==> src/hw/gp_pkg.sv <==
// Overview of operation
// - Per-pin operations touch only selected pins
// - Each pin: input, output or hardware-owned
// - Trigger: falling, rising, both, low, high
// - Stored trigger reads back in same encoding
// - Drive: 2, 4, 8, 8 mA slewed
// - Seven pad types including analog
// - Pad settings stored even on inputs
// - Drive and pad type read back
// - Clear removes latched interrupt of selected pins whose data bit is set
// - Mask blocks a selected pin's interrupt
// - Enable passes a selected pin's interrupt
// - Reset: input, lowest drive, push-pull, GPIO
// - Data write/read act on selected pins
// - Raw and masked status both readable
`default_nettype none
package gp_pkg;
	localparam int GP_PINS = 8;
	localparam int GP_ADDR_W = 8;

	// Register byte offsets
	localparam logic [GP_ADDR_W-1:0] GP_OFF_SELECT = 8'h00;
	localparam logic [GP_ADDR_W-1:0] GP_OFF_DATA = 8'h04;
	localparam logic [GP_ADDR_W-1:0] GP_OFF_DIR_CMD = 8'h08;
	localparam logic [GP_ADDR_W-1:0] GP_OFF_TRIG_CMD = 8'h0c;
	localparam logic [GP_ADDR_W-1:0] GP_OFF_PAD_CMD = 8'h10;
	localparam logic [GP_ADDR_W-1:0] GP_OFF_INDEX = 8'h14;
	localparam logic [GP_ADDR_W-1:0] GP_OFF_PIN_CFG = 8'h18;
	localparam logic [GP_ADDR_W-1:0] GP_OFF_INT_EN = 8'h1c;
	localparam logic [GP_ADDR_W-1:0] GP_OFF_INT_DIS = 8'h20;
	localparam logic [GP_ADDR_W-1:0] GP_OFF_INT_CLR = 8'h24;
	localparam logic [GP_ADDR_W-1:0] GP_OFF_INT_RAW = 8'h28;
	localparam logic [GP_ADDR_W-1:0] GP_OFF_INT_MASKED = 8'h2c;

	// Field positions
	localparam int GP_DIR_LSB = 0;
	localparam int GP_TRIG_LSB = 4;
	localparam int GP_DRIVE_LSB = 8;
	localparam int GP_PAD_LSB = 12;
	localparam int GP_CMD_DRIVE_LSB = 0;
	localparam int GP_CMD_PAD_LSB = 4;

	localparam logic [1:0] GP_RESP_OKAY = 2'h0;
	localparam logic [1:0] GP_RESP_SLVERR = 2'h2;

	typedef enum logic [1:0] {
		gp_dir_input = 2'h0,
		gp_dir_output = 2'h1,
		gp_dir_hw_controlled = 2'h2
	} gp_dir_t;

	typedef enum logic [2:0] {
		gp_trig_falling = 3'h0,
		gp_trig_rising = 3'h1,
		gp_trig_both = 3'h2,
		gp_trig_low = 3'h3,
		gp_trig_high = 3'h4
	} gp_trig_t;

	typedef enum logic [1:0] {
		gp_drive_lowest = 2'h0,
		gp_drive_medium = 2'h1,
		gp_drive_highest = 2'h2,
		gp_drive_highest_slewed = 2'h3
	} gp_drive_t;

	typedef enum logic [2:0] {
		gp_pad_push_pull = 3'h0,
		gp_pad_push_pull_pullup = 3'h1,
		gp_pad_push_pull_pulldown = 3'h2,
		gp_pad_open_drain = 3'h3,
		gp_pad_open_drain_pullup = 3'h4,
		gp_pad_open_drain_pulldown = 3'h5,
		gp_pad_analog = 3'h6
	} gp_pad_type_t;

	typedef enum logic {
		gp_bus_idle = 1'b0,
		gp_bus_busy = 1'b1
	} gp_bus_state_t;

	typedef struct packed {
		gp_pad_type_t pad_type;
		gp_drive_t drive;
	} gp_pad_t;

	typedef struct packed {
		gp_dir_t dir;
		gp_trig_t trig;
		gp_pad_t pad;
	} gp_pin_cfg_t;

	// Reset state of every pin
	localparam gp_pin_cfg_t GP_CFG_RESET = '{
		dir: gp_dir_input,
		trig: gp_trig_falling,
		pad: '{pad_type: gp_pad_push_pull, drive: gp_drive_lowest}
	};
	localparam logic [7:0] GP_SEL_RESET = 8'h00;
	localparam logic [2:0] GP_INDEX_RESET = 3'h0;
	localparam logic [7:0] GP_OUT_RESET = 8'h00;
	localparam logic [7:0] GP_INT_EN_RESET = 8'h00;

	function automatic logic [5:0] gp_word(input logic [GP_ADDR_W-1:0] a);
		return a[GP_ADDR_W-1:2];
	endfunction : gp_word

	function automatic logic gp_is_open_drain(input gp_pad_type_t p);
		return (p == gp_pad_open_drain) || (p == gp_pad_open_drain_pullup) ||
			(p == gp_pad_open_drain_pulldown);
	endfunction : gp_is_open_drain
endpackage : gp_pkg
`default_nettype wire

==> src/hw/gp_sync.sv <==
`timescale 1ns/100ps
`default_nettype none
module gp_sync #(
	parameter int W = 8
) (
	// Clock and reset
	input wire logic clk,
	input wire logic arst_n,
	// Asynchronous in, synchronised out
	input wire logic [W-1:0] d,
	output logic [W-1:0] q
);
	logic [W-1:0] meta;

	// First stage is read only by the second
	always_ff @(posedge clk or negedge arst_n) begin
		if (!arst_n) begin
			meta <= '0;
			q <= '0;
		end else begin
			meta <= d;
			q <= meta;
		end
	end
endmodule : gp_sync
`default_nettype wire

==> src/hw/gp_detect.sv <==
`timescale 1ns/100ps
`default_nettype none
module gp_detect import gp_pkg::*; #(
	parameter int N = GP_PINS
) (
	// Clock and reset
	input wire logic clk,
	input wire logic arst_n,
	// Synchronised levels and per-pin trigger
	input wire logic [N-1:0] lvl,
	input wire gp_trig_t [N-1:0] trig,
	// Clear strobe per pin
	input wire logic [N-1:0] clr,
	// Raw status per pin
	output logic [N-1:0] raw
);
	logic [N-1:0] prev;
	logic [N-1:0] next_prev;
	logic [N-1:0] latch;
	logic [N-1:0] next_latch;

	always_comb begin
		logic ev;
		ev = 1'b0;
		next_prev = lvl;
		next_latch = latch;
		raw = '0;
		for (int i = 0; i < N; i++) begin
			ev = 1'b0;
			// prev follows lvl in every mode, so a trigger change alone never looks like an edge
			case (trig[i])
				gp_trig_falling: ev = prev[i] & ~lvl[i];
				gp_trig_rising: ev = ~prev[i] & lvl[i];
				gp_trig_both: ev = prev[i] ^ lvl[i];
				default: ev = 1'b0;
			endcase
			if (trig[i] == gp_trig_low || trig[i] == gp_trig_high) begin
				// Level status is not latched; it drops when the level goes away
				next_latch[i] = 1'b0;
				raw[i] = (trig[i] == gp_trig_high) ? lvl[i] : ~lvl[i];
			end else begin
				// New edge beats a clear in the same cycle
				next_latch[i] = (latch[i] & ~clr[i]) | ev;
				raw[i] = latch[i];
			end
		end
	end

	always_ff @(posedge clk or negedge arst_n) begin
		if (!arst_n) begin
			prev <= '0;
			latch <= '0;
		end else begin
			prev <= next_prev;
			latch <= next_latch;
		end
	end
endmodule : gp_detect
`default_nettype wire

==> src/hw/gp_port.sv <==
// Chosen here: the AXI4-Lite interface to the registers and the address map.
`timescale 1ns/100ps
`default_nettype none
module gp_port import gp_pkg::*; (
	// Clock and reset
	input wire logic clk,
	input wire logic arst_n,
	// AXI4-Lite write address
	input wire logic awvalid,
	output logic awready,
	input wire logic [GP_ADDR_W-1:0] awaddr,
	input wire logic [2:0] awprot,
	// AXI4-Lite write data
	input wire logic wvalid,
	output logic wready,
	input wire logic [31:0] wdata,
	input wire logic [3:0] wstrb,
	// AXI4-Lite write response
	output logic bvalid,
	input wire logic bready,
	output logic [1:0] bresp,
	// AXI4-Lite read address
	input wire logic arvalid,
	output logic arready,
	input wire logic [GP_ADDR_W-1:0] araddr,
	input wire logic [2:0] arprot,
	// AXI4-Lite read data
	output logic rvalid,
	input wire logic rready,
	output logic [31:0] rdata,
	output logic [1:0] rresp,
	// Pad side
	input wire logic [GP_PINS-1:0] pin_in,
	output logic [GP_PINS-1:0] pin_out,
	output logic [GP_PINS-1:0] pin_oe,
	output gp_pad_t [GP_PINS-1:0] pad_cfg,
	// Peripheral side
	input wire logic [GP_PINS-1:0] periph_out,
	input wire logic [GP_PINS-1:0] periph_oe,
	output logic [GP_PINS-1:0] periph_in,
	// Interrupt
	output logic irq
);
	// Write channel state
	gp_bus_state_t wr_state;
	gp_bus_state_t next_wr_state;
	logic aw_full;
	logic next_aw_full;
	logic [GP_ADDR_W-1:0] aw_addr_q;
	logic [GP_ADDR_W-1:0] next_aw_addr;
	logic w_full;
	logic next_w_full;
	logic [31:0] w_data_q;
	logic [31:0] next_w_data;
	logic [3:0] w_strb_q;
	logic [3:0] next_w_strb;
	logic [1:0] bresp_q;
	logic [1:0] next_bresp;
	logic do_wr;
	logic wr_en;
	logic [5:0] wr_word;

	// Read channel state
	gp_bus_state_t rd_state;
	gp_bus_state_t next_rd_state;
	logic [31:0] rdata_q;
	logic [31:0] next_rdata;
	logic [1:0] rresp_q;
	logic [1:0] next_rresp;

	// Configuration
	logic [GP_PINS-1:0] pin_select_mask;
	logic [GP_PINS-1:0] next_pin_select_mask;
	logic [2:0] pin_index;
	logic [2:0] next_pin_index;
	gp_pin_cfg_t [GP_PINS-1:0] cfg;
	gp_pin_cfg_t [GP_PINS-1:0] next_cfg;
	logic [GP_PINS-1:0] out_val;
	logic [GP_PINS-1:0] next_out_val;
	logic [GP_PINS-1:0] int_en;
	logic [GP_PINS-1:0] next_int_en;

	// Pins and interrupts
	logic [GP_PINS-1:0] pin_sync;
	logic [GP_PINS-1:0] raw_stat;
	logic [GP_PINS-1:0] masked_stat;
	logic [GP_PINS-1:0] clr_pulse;
	gp_trig_t [GP_PINS-1:0] trig_vec;
	logic [GP_PINS-1:0] next_pin_out;
	logic [GP_PINS-1:0] next_pin_oe;
	logic next_irq;

	gp_sync #(
		.W(GP_PINS)
	) u_sync (
		.clk(clk),
		.arst_n(arst_n),
		.d(pin_in),
		.q(pin_sync)
	);

	always_comb begin
		for (int i = 0; i < GP_PINS; i++) begin
			trig_vec[i] = cfg[i].trig;
		end
	end

	gp_detect #(
		.N(GP_PINS)
	) u_detect (
		.clk(clk),
		.arst_n(arst_n),
		.lvl(pin_sync),
		.trig(trig_vec),
		.clr(clr_pulse),
		.raw(raw_stat)
	);

	// Write channel: address and data may arrive in either order
	assign awready = (wr_state == gp_bus_idle) && !aw_full;
	assign wready = (wr_state == gp_bus_idle) && !w_full;
	assign bvalid = (wr_state == gp_bus_busy);
	assign bresp = bresp_q;
	assign do_wr = (wr_state == gp_bus_idle) && aw_full && w_full;
	assign wr_word = gp_word(aw_addr_q);
	// Every writable field lives in byte lane 0
	assign wr_en = do_wr && w_strb_q[0];

	always_comb begin
		next_wr_state = wr_state;
		next_aw_full = aw_full;
		next_aw_addr = aw_addr_q;
		next_w_full = w_full;
		next_w_data = w_data_q;
		next_w_strb = w_strb_q;
		next_bresp = bresp_q;
		if (awvalid && awready) begin
			next_aw_full = 1'b1;
			next_aw_addr = awaddr;
		end
		if (wvalid && wready) begin
			next_w_full = 1'b1;
			next_w_data = wdata;
			next_w_strb = wstrb;
		end
		if (do_wr) begin
			next_aw_full = 1'b0;
			next_w_full = 1'b0;
			next_wr_state = gp_bus_busy;
			next_bresp = (wr_word > gp_word(GP_OFF_INT_MASKED)) ? GP_RESP_SLVERR : GP_RESP_OKAY;
		end
		if (wr_state == gp_bus_busy && bready) begin
			next_wr_state = gp_bus_idle;
		end
	end

	always_ff @(posedge clk or negedge arst_n) begin
		if (!arst_n) begin
			wr_state <= gp_bus_idle;
			aw_full <= 1'b0;
			aw_addr_q <= '0;
			w_full <= 1'b0;
			w_data_q <= '0;
			w_strb_q <= '0;
			bresp_q <= GP_RESP_OKAY;
		end else begin
			wr_state <= next_wr_state;
			aw_full <= next_aw_full;
			aw_addr_q <= next_aw_addr;
			w_full <= next_w_full;
			w_data_q <= next_w_data;
			w_strb_q <= next_w_strb;
			bresp_q <= next_bresp;
		end
	end

	// Read channel: one outstanding read, data registered
	assign arready = (rd_state == gp_bus_idle);
	assign rvalid = (rd_state == gp_bus_busy);
	assign rdata = rdata_q;
	assign rresp = rresp_q;
	assign masked_stat = raw_stat & int_en;

	always_comb begin
		next_rd_state = rd_state;
		next_rdata = rdata_q;
		next_rresp = rresp_q;
		if (arvalid && arready) begin
			next_rd_state = gp_bus_busy;
			next_rdata = '0;
			next_rresp = GP_RESP_OKAY;
			case (gp_word(araddr))
				gp_word(GP_OFF_SELECT): next_rdata[7:0] = pin_select_mask;
				gp_word(GP_OFF_DATA): next_rdata[7:0] = pin_sync & pin_select_mask;
				gp_word(GP_OFF_INDEX): next_rdata[2:0] = pin_index;
				gp_word(GP_OFF_PIN_CFG): begin
					next_rdata[GP_DIR_LSB +: 2] = cfg[pin_index].dir;
					next_rdata[GP_TRIG_LSB +: 3] = cfg[pin_index].trig;
					next_rdata[GP_DRIVE_LSB +: 2] = cfg[pin_index].pad.drive;
					next_rdata[GP_PAD_LSB +: 3] = cfg[pin_index].pad.pad_type;
				end
				gp_word(GP_OFF_INT_EN): next_rdata[7:0] = int_en;
				gp_word(GP_OFF_INT_RAW): next_rdata[7:0] = raw_stat;
				gp_word(GP_OFF_INT_MASKED): next_rdata[7:0] = masked_stat;
				gp_word(GP_OFF_DIR_CMD), gp_word(GP_OFF_TRIG_CMD), gp_word(GP_OFF_PAD_CMD),
				gp_word(GP_OFF_INT_DIS), gp_word(GP_OFF_INT_CLR): next_rdata = '0;
				default: next_rresp = GP_RESP_SLVERR;
			endcase
		end
		if (rd_state == gp_bus_busy && rready) begin
			next_rd_state = gp_bus_idle;
		end
	end

	always_ff @(posedge clk or negedge arst_n) begin
		if (!arst_n) begin
			rd_state <= gp_bus_idle;
			rdata_q <= '0;
			rresp_q <= GP_RESP_OKAY;
		end else begin
			rd_state <= next_rd_state;
			rdata_q <= next_rdata;
			rresp_q <= next_rresp;
		end
	end

	// Configuration writes; encodings outside the enumerations are ignored
	always_comb begin
		next_pin_select_mask = pin_select_mask;
		next_pin_index = pin_index;
		next_cfg = cfg;
		next_out_val = out_val;
		next_int_en = int_en;
		clr_pulse = '0;
		if (wr_en) begin
			case (wr_word)
				gp_word(GP_OFF_SELECT): next_pin_select_mask = w_data_q[7:0];
				gp_word(GP_OFF_INDEX): next_pin_index = w_data_q[2:0];
				gp_word(GP_OFF_DATA): begin
					// All selected pins change together
					next_out_val = (out_val & ~pin_select_mask) |
						(w_data_q[7:0] & pin_select_mask);
				end
				gp_word(GP_OFF_DIR_CMD): begin
					for (int i = 0; i < GP_PINS; i++) begin
						if (pin_select_mask[i] && w_data_q[1:0] != 2'h3) begin
							next_cfg[i].dir = gp_dir_t'(w_data_q[1:0]);
						end
					end
				end
				gp_word(GP_OFF_TRIG_CMD): begin
					for (int i = 0; i < GP_PINS; i++) begin
						if (pin_select_mask[i] && w_data_q[2:0] <= 3'h4) begin
							next_cfg[i].trig = gp_trig_t'(w_data_q[2:0]);
						end
					end
				end
				gp_word(GP_OFF_PAD_CMD): begin
					// Stored whatever the direction; inputs only feel the pull
					for (int i = 0; i < GP_PINS; i++) begin
						if (pin_select_mask[i] && w_data_q[GP_CMD_PAD_LSB +: 3] != 3'h7) begin
							next_cfg[i].pad.drive = gp_drive_t'(w_data_q[GP_CMD_DRIVE_LSB +: 2]);
							next_cfg[i].pad.pad_type = gp_pad_type_t'(w_data_q[GP_CMD_PAD_LSB +: 3]);
						end
					end
				end
				gp_word(GP_OFF_INT_EN): next_int_en = int_en | pin_select_mask;
				gp_word(GP_OFF_INT_DIS): next_int_en = int_en & ~pin_select_mask;
				// Clear lands together with the response, since it is issued as the write is taken
				gp_word(GP_OFF_INT_CLR): clr_pulse = w_data_q[7:0] & pin_select_mask;
				default: next_int_en = int_en;
			endcase
		end
	end

	always_ff @(posedge clk or negedge arst_n) begin
		if (!arst_n) begin
			pin_select_mask <= GP_SEL_RESET;
			pin_index <= GP_INDEX_RESET;
			cfg <= {GP_PINS{GP_CFG_RESET}};
			out_val <= GP_OUT_RESET;
			int_en <= GP_INT_EN_RESET;
		end else begin
			pin_select_mask <= next_pin_select_mask;
			pin_index <= next_pin_index;
			cfg <= next_cfg;
			out_val <= next_out_val;
			int_en <= next_int_en;
		end
	end

	// Pad drive; open drain only ever pulls low
	always_comb begin
		logic val;
		logic en;
		val = 1'b0;
		en = 1'b0;
		next_pin_out = '0;
		next_pin_oe = '0;
		for (int i = 0; i < GP_PINS; i++) begin
			case (cfg[i].dir)
				gp_dir_output: begin
					val = out_val[i];
					en = 1'b1;
				end
				gp_dir_hw_controlled: begin
					val = periph_out[i];
					en = periph_oe[i];
				end
				default: begin
					val = 1'b0;
					en = 1'b0;
				end
			endcase
			if (cfg[i].pad.pad_type == gp_pad_analog) begin
				next_pin_out[i] = 1'b0;
				next_pin_oe[i] = 1'b0;
			end else if (gp_is_open_drain(cfg[i].pad.pad_type)) begin
				next_pin_out[i] = 1'b0;
				next_pin_oe[i] = en & ~val;
			end else begin
				next_pin_out[i] = val;
				next_pin_oe[i] = en;
			end
		end
		next_irq = |masked_stat;
	end

	always_ff @(posedge clk or negedge arst_n) begin
		if (!arst_n) begin
			pin_out <= '0;
			pin_oe <= '0;
			irq <= 1'b0;
		end else begin
			pin_out <= next_pin_out;
			pin_oe <= next_pin_oe;
			irq <= next_irq;
		end
	end

	always_comb begin
		for (int i = 0; i < GP_PINS; i++) begin
			pad_cfg[i] = cfg[i].pad;
		end
	end

	// Peripherals see the synchronised pin
	assign periph_in = pin_sync;
endmodule : gp_port
`default_nettype wire

==> config.mk <==
export PLATFORM = sky130hd
export DESIGN_NAME = gp_port
export DESIGN_NICKNAME = d
export VERILOG_FILES = /design/src/hw/gp_pkg.sv /design/src/hw/gp_sync.sv /design/src/hw/gp_detect.sv /design/src/hw/gp_port.sv
export SDC_FILE = /design/constraint.sdc
export NUM_CORES = 1
export LEC_CHECK = 0
export ABC_CLOCK_PERIOD_IN_PS = 4800
export CAP_MARGIN = 20
export CORE_MARGIN = 2
export CORE_UTILIZATION = 58
export DETAILED_ROUTE_END_ITERATION = 8
export DONT_BUFFER_PORTS = 1
export GPL_ROUTABILITY_DRIVEN = 0
export MAX_ROUTING_LAYER = met4
export PLACE_DENSITY_LB_ADDON = 0.3
export SETUP_SLACK_MARGIN = 0.5
export SYNTH_ARGS = -nofsm -noshare
export SYNTH_HDL_FRONTEND = slang
export SYNTH_SLANG_ARGS = --single-unit
==> constraint.sdc <==
create_clock -name clk -period 4.8 [get_ports clk]
set_clock_uncertainty 0.05 [all_clocks]
set_input_delay 0 -clock clk [delete_from_list [all_inputs] [get_ports clk]]
set_output_delay 0 -clock clk [all_outputs]
set_load 0.02 [all_outputs]
==> impl_results.md <==
* Clock transition at path regs at 0.07 ns
* Clk pwr share at 0.341
* Cell with the most instances after synthesis: dfrtp_1
* Slew @ Worst Pin at 0.934 ns
* Cells after Synth at 887
* CP bufs+invs at 4
* Initial Util at 0.592
* Req. time, crit path at 5.13 ns
* WHS at -0.789 ns
* Finish-stage setup viols at 0
* Post-synthesis mux area share at 0.186
* Adder-Cell Fraction of Synth Area at 0.0392
* WL/cell at 22.2 µm
* Die Span Y at 137 µm
* Crit Path Class: in2reg
* PnR Total Power at 4.18 mW
* Tcrit/Tclk final at 0.638
* Crit Reg-Reg Endpoint: rresp[1]$_DFFE_PN0P_
* Via/cell ratio at 6.36
* Nets at 1,007
* Min-Delay Path Class: in2async
* Worst setup margin at 1.74 ns
* Clk sinks at 190
* DP Area at 9960 µm²
* First-pass GRT wire length at 38,700 µm
* Number of H-tree levels at 4
* Worst r2r src: rvalid$_DFFE_PN0P_
* Worst vdd ir at 0.385 mV
* Max cap viols at 0
* Worst Reg2Reg Path Length in Cells at 6
* Post-Syn Area at 10,200 µm²
* Number of synthesized flops with an enable pin at 0
* Layout cells sized above 1 at 0.200
* # IOs at 195
* Dominant cell type by area after synthesis: dfrtp_1
* # DRC at 0
* Antenna-violating nets left at 0
* Post-synthesis simple-gate area fraction at 0.126
* Post-route cell area at 11,100 µm²
* Detailed-route via count at 7,143
* Post-synthesis compound-gate area fraction at 0.0978
* CP endpoint kind: flop
* Combinational share of power at 0.150
* Critical path peak fanout at 9
* Sw power at 1.37 mW
* Die ar. at 18,700 µm²
* Fin crit period at 3.06 ns
* Final Max Slew Viols at 0
* Largest net degree at the start of global routing at 191
* Root Buffer: clkbuf_16
* Vias in the first global route at 7,167
* Grt ovf at 0
* Placed insts at 1,035
* Setup_tns at 0 ns
* Largest family of logic cells by synthesized area: multiplexers
* Post-CTS Resized at 0
* CP max stage delay at 0.79 ns
* CP startpoint: araddr[3]
* Switching share of total power at 0.327
* Rows at 48
* Power density over the cells at 376 nW/µm²
* Slowest-stage cell, CP: dlygate4sd3_1
* Most used cell, CP: dlygate4sd3_1
* Hold Vio Cnt, Final at 190
* Dpl ws at 1.91 ns
* First-iteration detailed-routing DRC count at 665
* Crit path launch type: input pin
* Layout Cells excl Fill at 1,123
* Port Buffer Count at 0
* RSZ-0062 raised after global routing: false
* Worst skew pair latency at 0.44 ns
* First-pass detailed-route iteration total at 7
* Synth top cells by count: dfrtp_1, buf_4, mux2_2, nand2_1, nor2_1
* Die width at 137 µm
* R2R Setup Slk at 1.80 ns
* Critical Path Stages at 8
* Setup crit end: rdata[4]$_DFFE_PN0P_
* Sequential share of the synthesized area at 0.466
* Critical Path AT at 3.39 ns
* Count of cell types in the netlist at 62
* Fmax at 326 MHz
* Delay-heaviest family, CP: buffers and inverters
* Overall Global Routing Usage at 0.283
* Antenna cells at 0
* Synth warn at 0
* Seq cells post-synth at 190
* Syn avg cell area at 11.5 µm²
* Predominant post-synthesis flop cell: dfrtp_1
* Total internal power at 2.82 mW
* Post-CTS Hold Buffers at 56
* Postcts setup bufs at 0
* Rel. slew slack at 0.369
* Final WL at 25,000 µm
* Pleak at 4.89 nW
* Worst-path cell chain: dlygate4sd3_1 > nand2_1 > dlygate4sd3_1 > nor3_4 > dlygate4sd3_1 > o2111ai_1 > nand3_1 > dlygate4sd3_1
* Sequential power share at 0.508
* Top cell type's share of synthesized area at 0.466
* Core area at 17,200 µm²
* Status: complete, but fails checks
* Largest cells by area after synthesis: dfrtp_1, mux2_2, mux2_4
* Clk buf depth at 2
* Failing checks: negative hold slack
* Asr flop ratio synth at 1.00
* Antenna violations before repair at 0
* TritonCTS clock tree: yes
* Area growth syn-to-layout at 8.85%
* HPWL Detailed at 16,700 µm
* Synth Area in XOR/XNOR at 0.00772
* Number of buffers created by CTS at 17
## per-stage QoR
stage,utilization,hold WS [ns]
after global placement,0.578,-0.340
after floorplan,-,-0.346
after detailed placement,0.578,-0.341
after global routing,0.645,-0.804
after CTS,0.644,-0.804
final,0.645,-0.789
## routing by layer
layer / global-route usage / vias to the layer above / wire (µm)
li1: - / 3098 / -
met1: 0.360 / 3635 / 10100
met2: 0.442 / 338 / 12300
met3: 0.0622 / 72 / 1760
met4: 0.115 / 0 / 827
met5: - / - / 0
## kinds of logic (layout without fill, tap and decap cells)
family / Yosys count / after routing
compound gates: 150 / 150
xor+xnor: 9 / 9
fa+ha+maj: 32 / 32
buf+inv: 143 / 134
flops: 190 / 190
mux: 140 / 140
other cells: 1 / 21
simple gates: 222 / 222
## how the worst min path moves through the flow
| stage | slack, ns | endpoint | depth (start not counted) | from |
|---|---|---|---|---|
| floorplan | -0.35 | asynchronous set/reset pin | 0 | arst_n |
| global placement | -0.34 | u_sync.meta[5]$_DFF_PN0_ | 0 | arst_n |
| detailed placement | -0.34 | u_sync.meta[5]$_DFF_PN0_ | 0 | arst_n |
| CTS | -0.80 | u_sync.meta[5]$_DFF_PN0_ | 0 | arst_n |
| global route | -0.80 | u_sync.meta[5]$_DFF_PN0_ | 0 | arst_n |
| finish | -0.79 | u_sync.meta[5]$_DFF_PN0_ | 0 | arst_n |
## placed cells by master, fill, tap and decap left out, types with 10 or more instances in the layout
cell,count
clkbuf_16,17
mux4_2,17
mux2_4,40
nor3b_1,10
a22oi_1,11
mux2i_1,18
nor2_1,59
a21oi_1,31
dlygate4sd3_1,56
ha_1,32
a2111oi_0,12
o211ai_1,10
conb_1,21
o21ai_0,34
nand2_1,62
nand3_1,13
inv_1,42
and3_1,13
dfrtp_1,190
mux2_2,62
## area by class of cell
type / count / area, µm²
multi-input combinational: 574 / 4730
inverter: 42 / 158
sequential: 190 / 4750
tap: 225 / 282
clock inverter: 12 / 136
fill: 1312 / 6120
clock buffer: 19 / 453
timing repair buffer: 61 / 596
## flip-flops by register name (all words and copies together) (netlist names), 3 cells and up, named ones only
name,cells
aw_addr_q,6
w_data_q,8
u_sync.meta,8
rdata,13
pin_select_mask,8
pin_out,8
u_detect.prev,8
cfg,40
u_sync.q,8
pin_oe,8
u_detect.latch,8
pin_index,3
pad_cfg,40
## power by group through the flow
stage	sequential (mW)	clock [mW]	combinational [mW]
after floorplan	1.94	0	0.573
after global placement	2.13	0	0.556
after detailed placement	2.14	0	0.577
after CTS	2.11	1.44	0.619
after global routing	2.15	1.51	0.679
final	2.13	1.43	0.629
(Power assumes the default switching activity.)
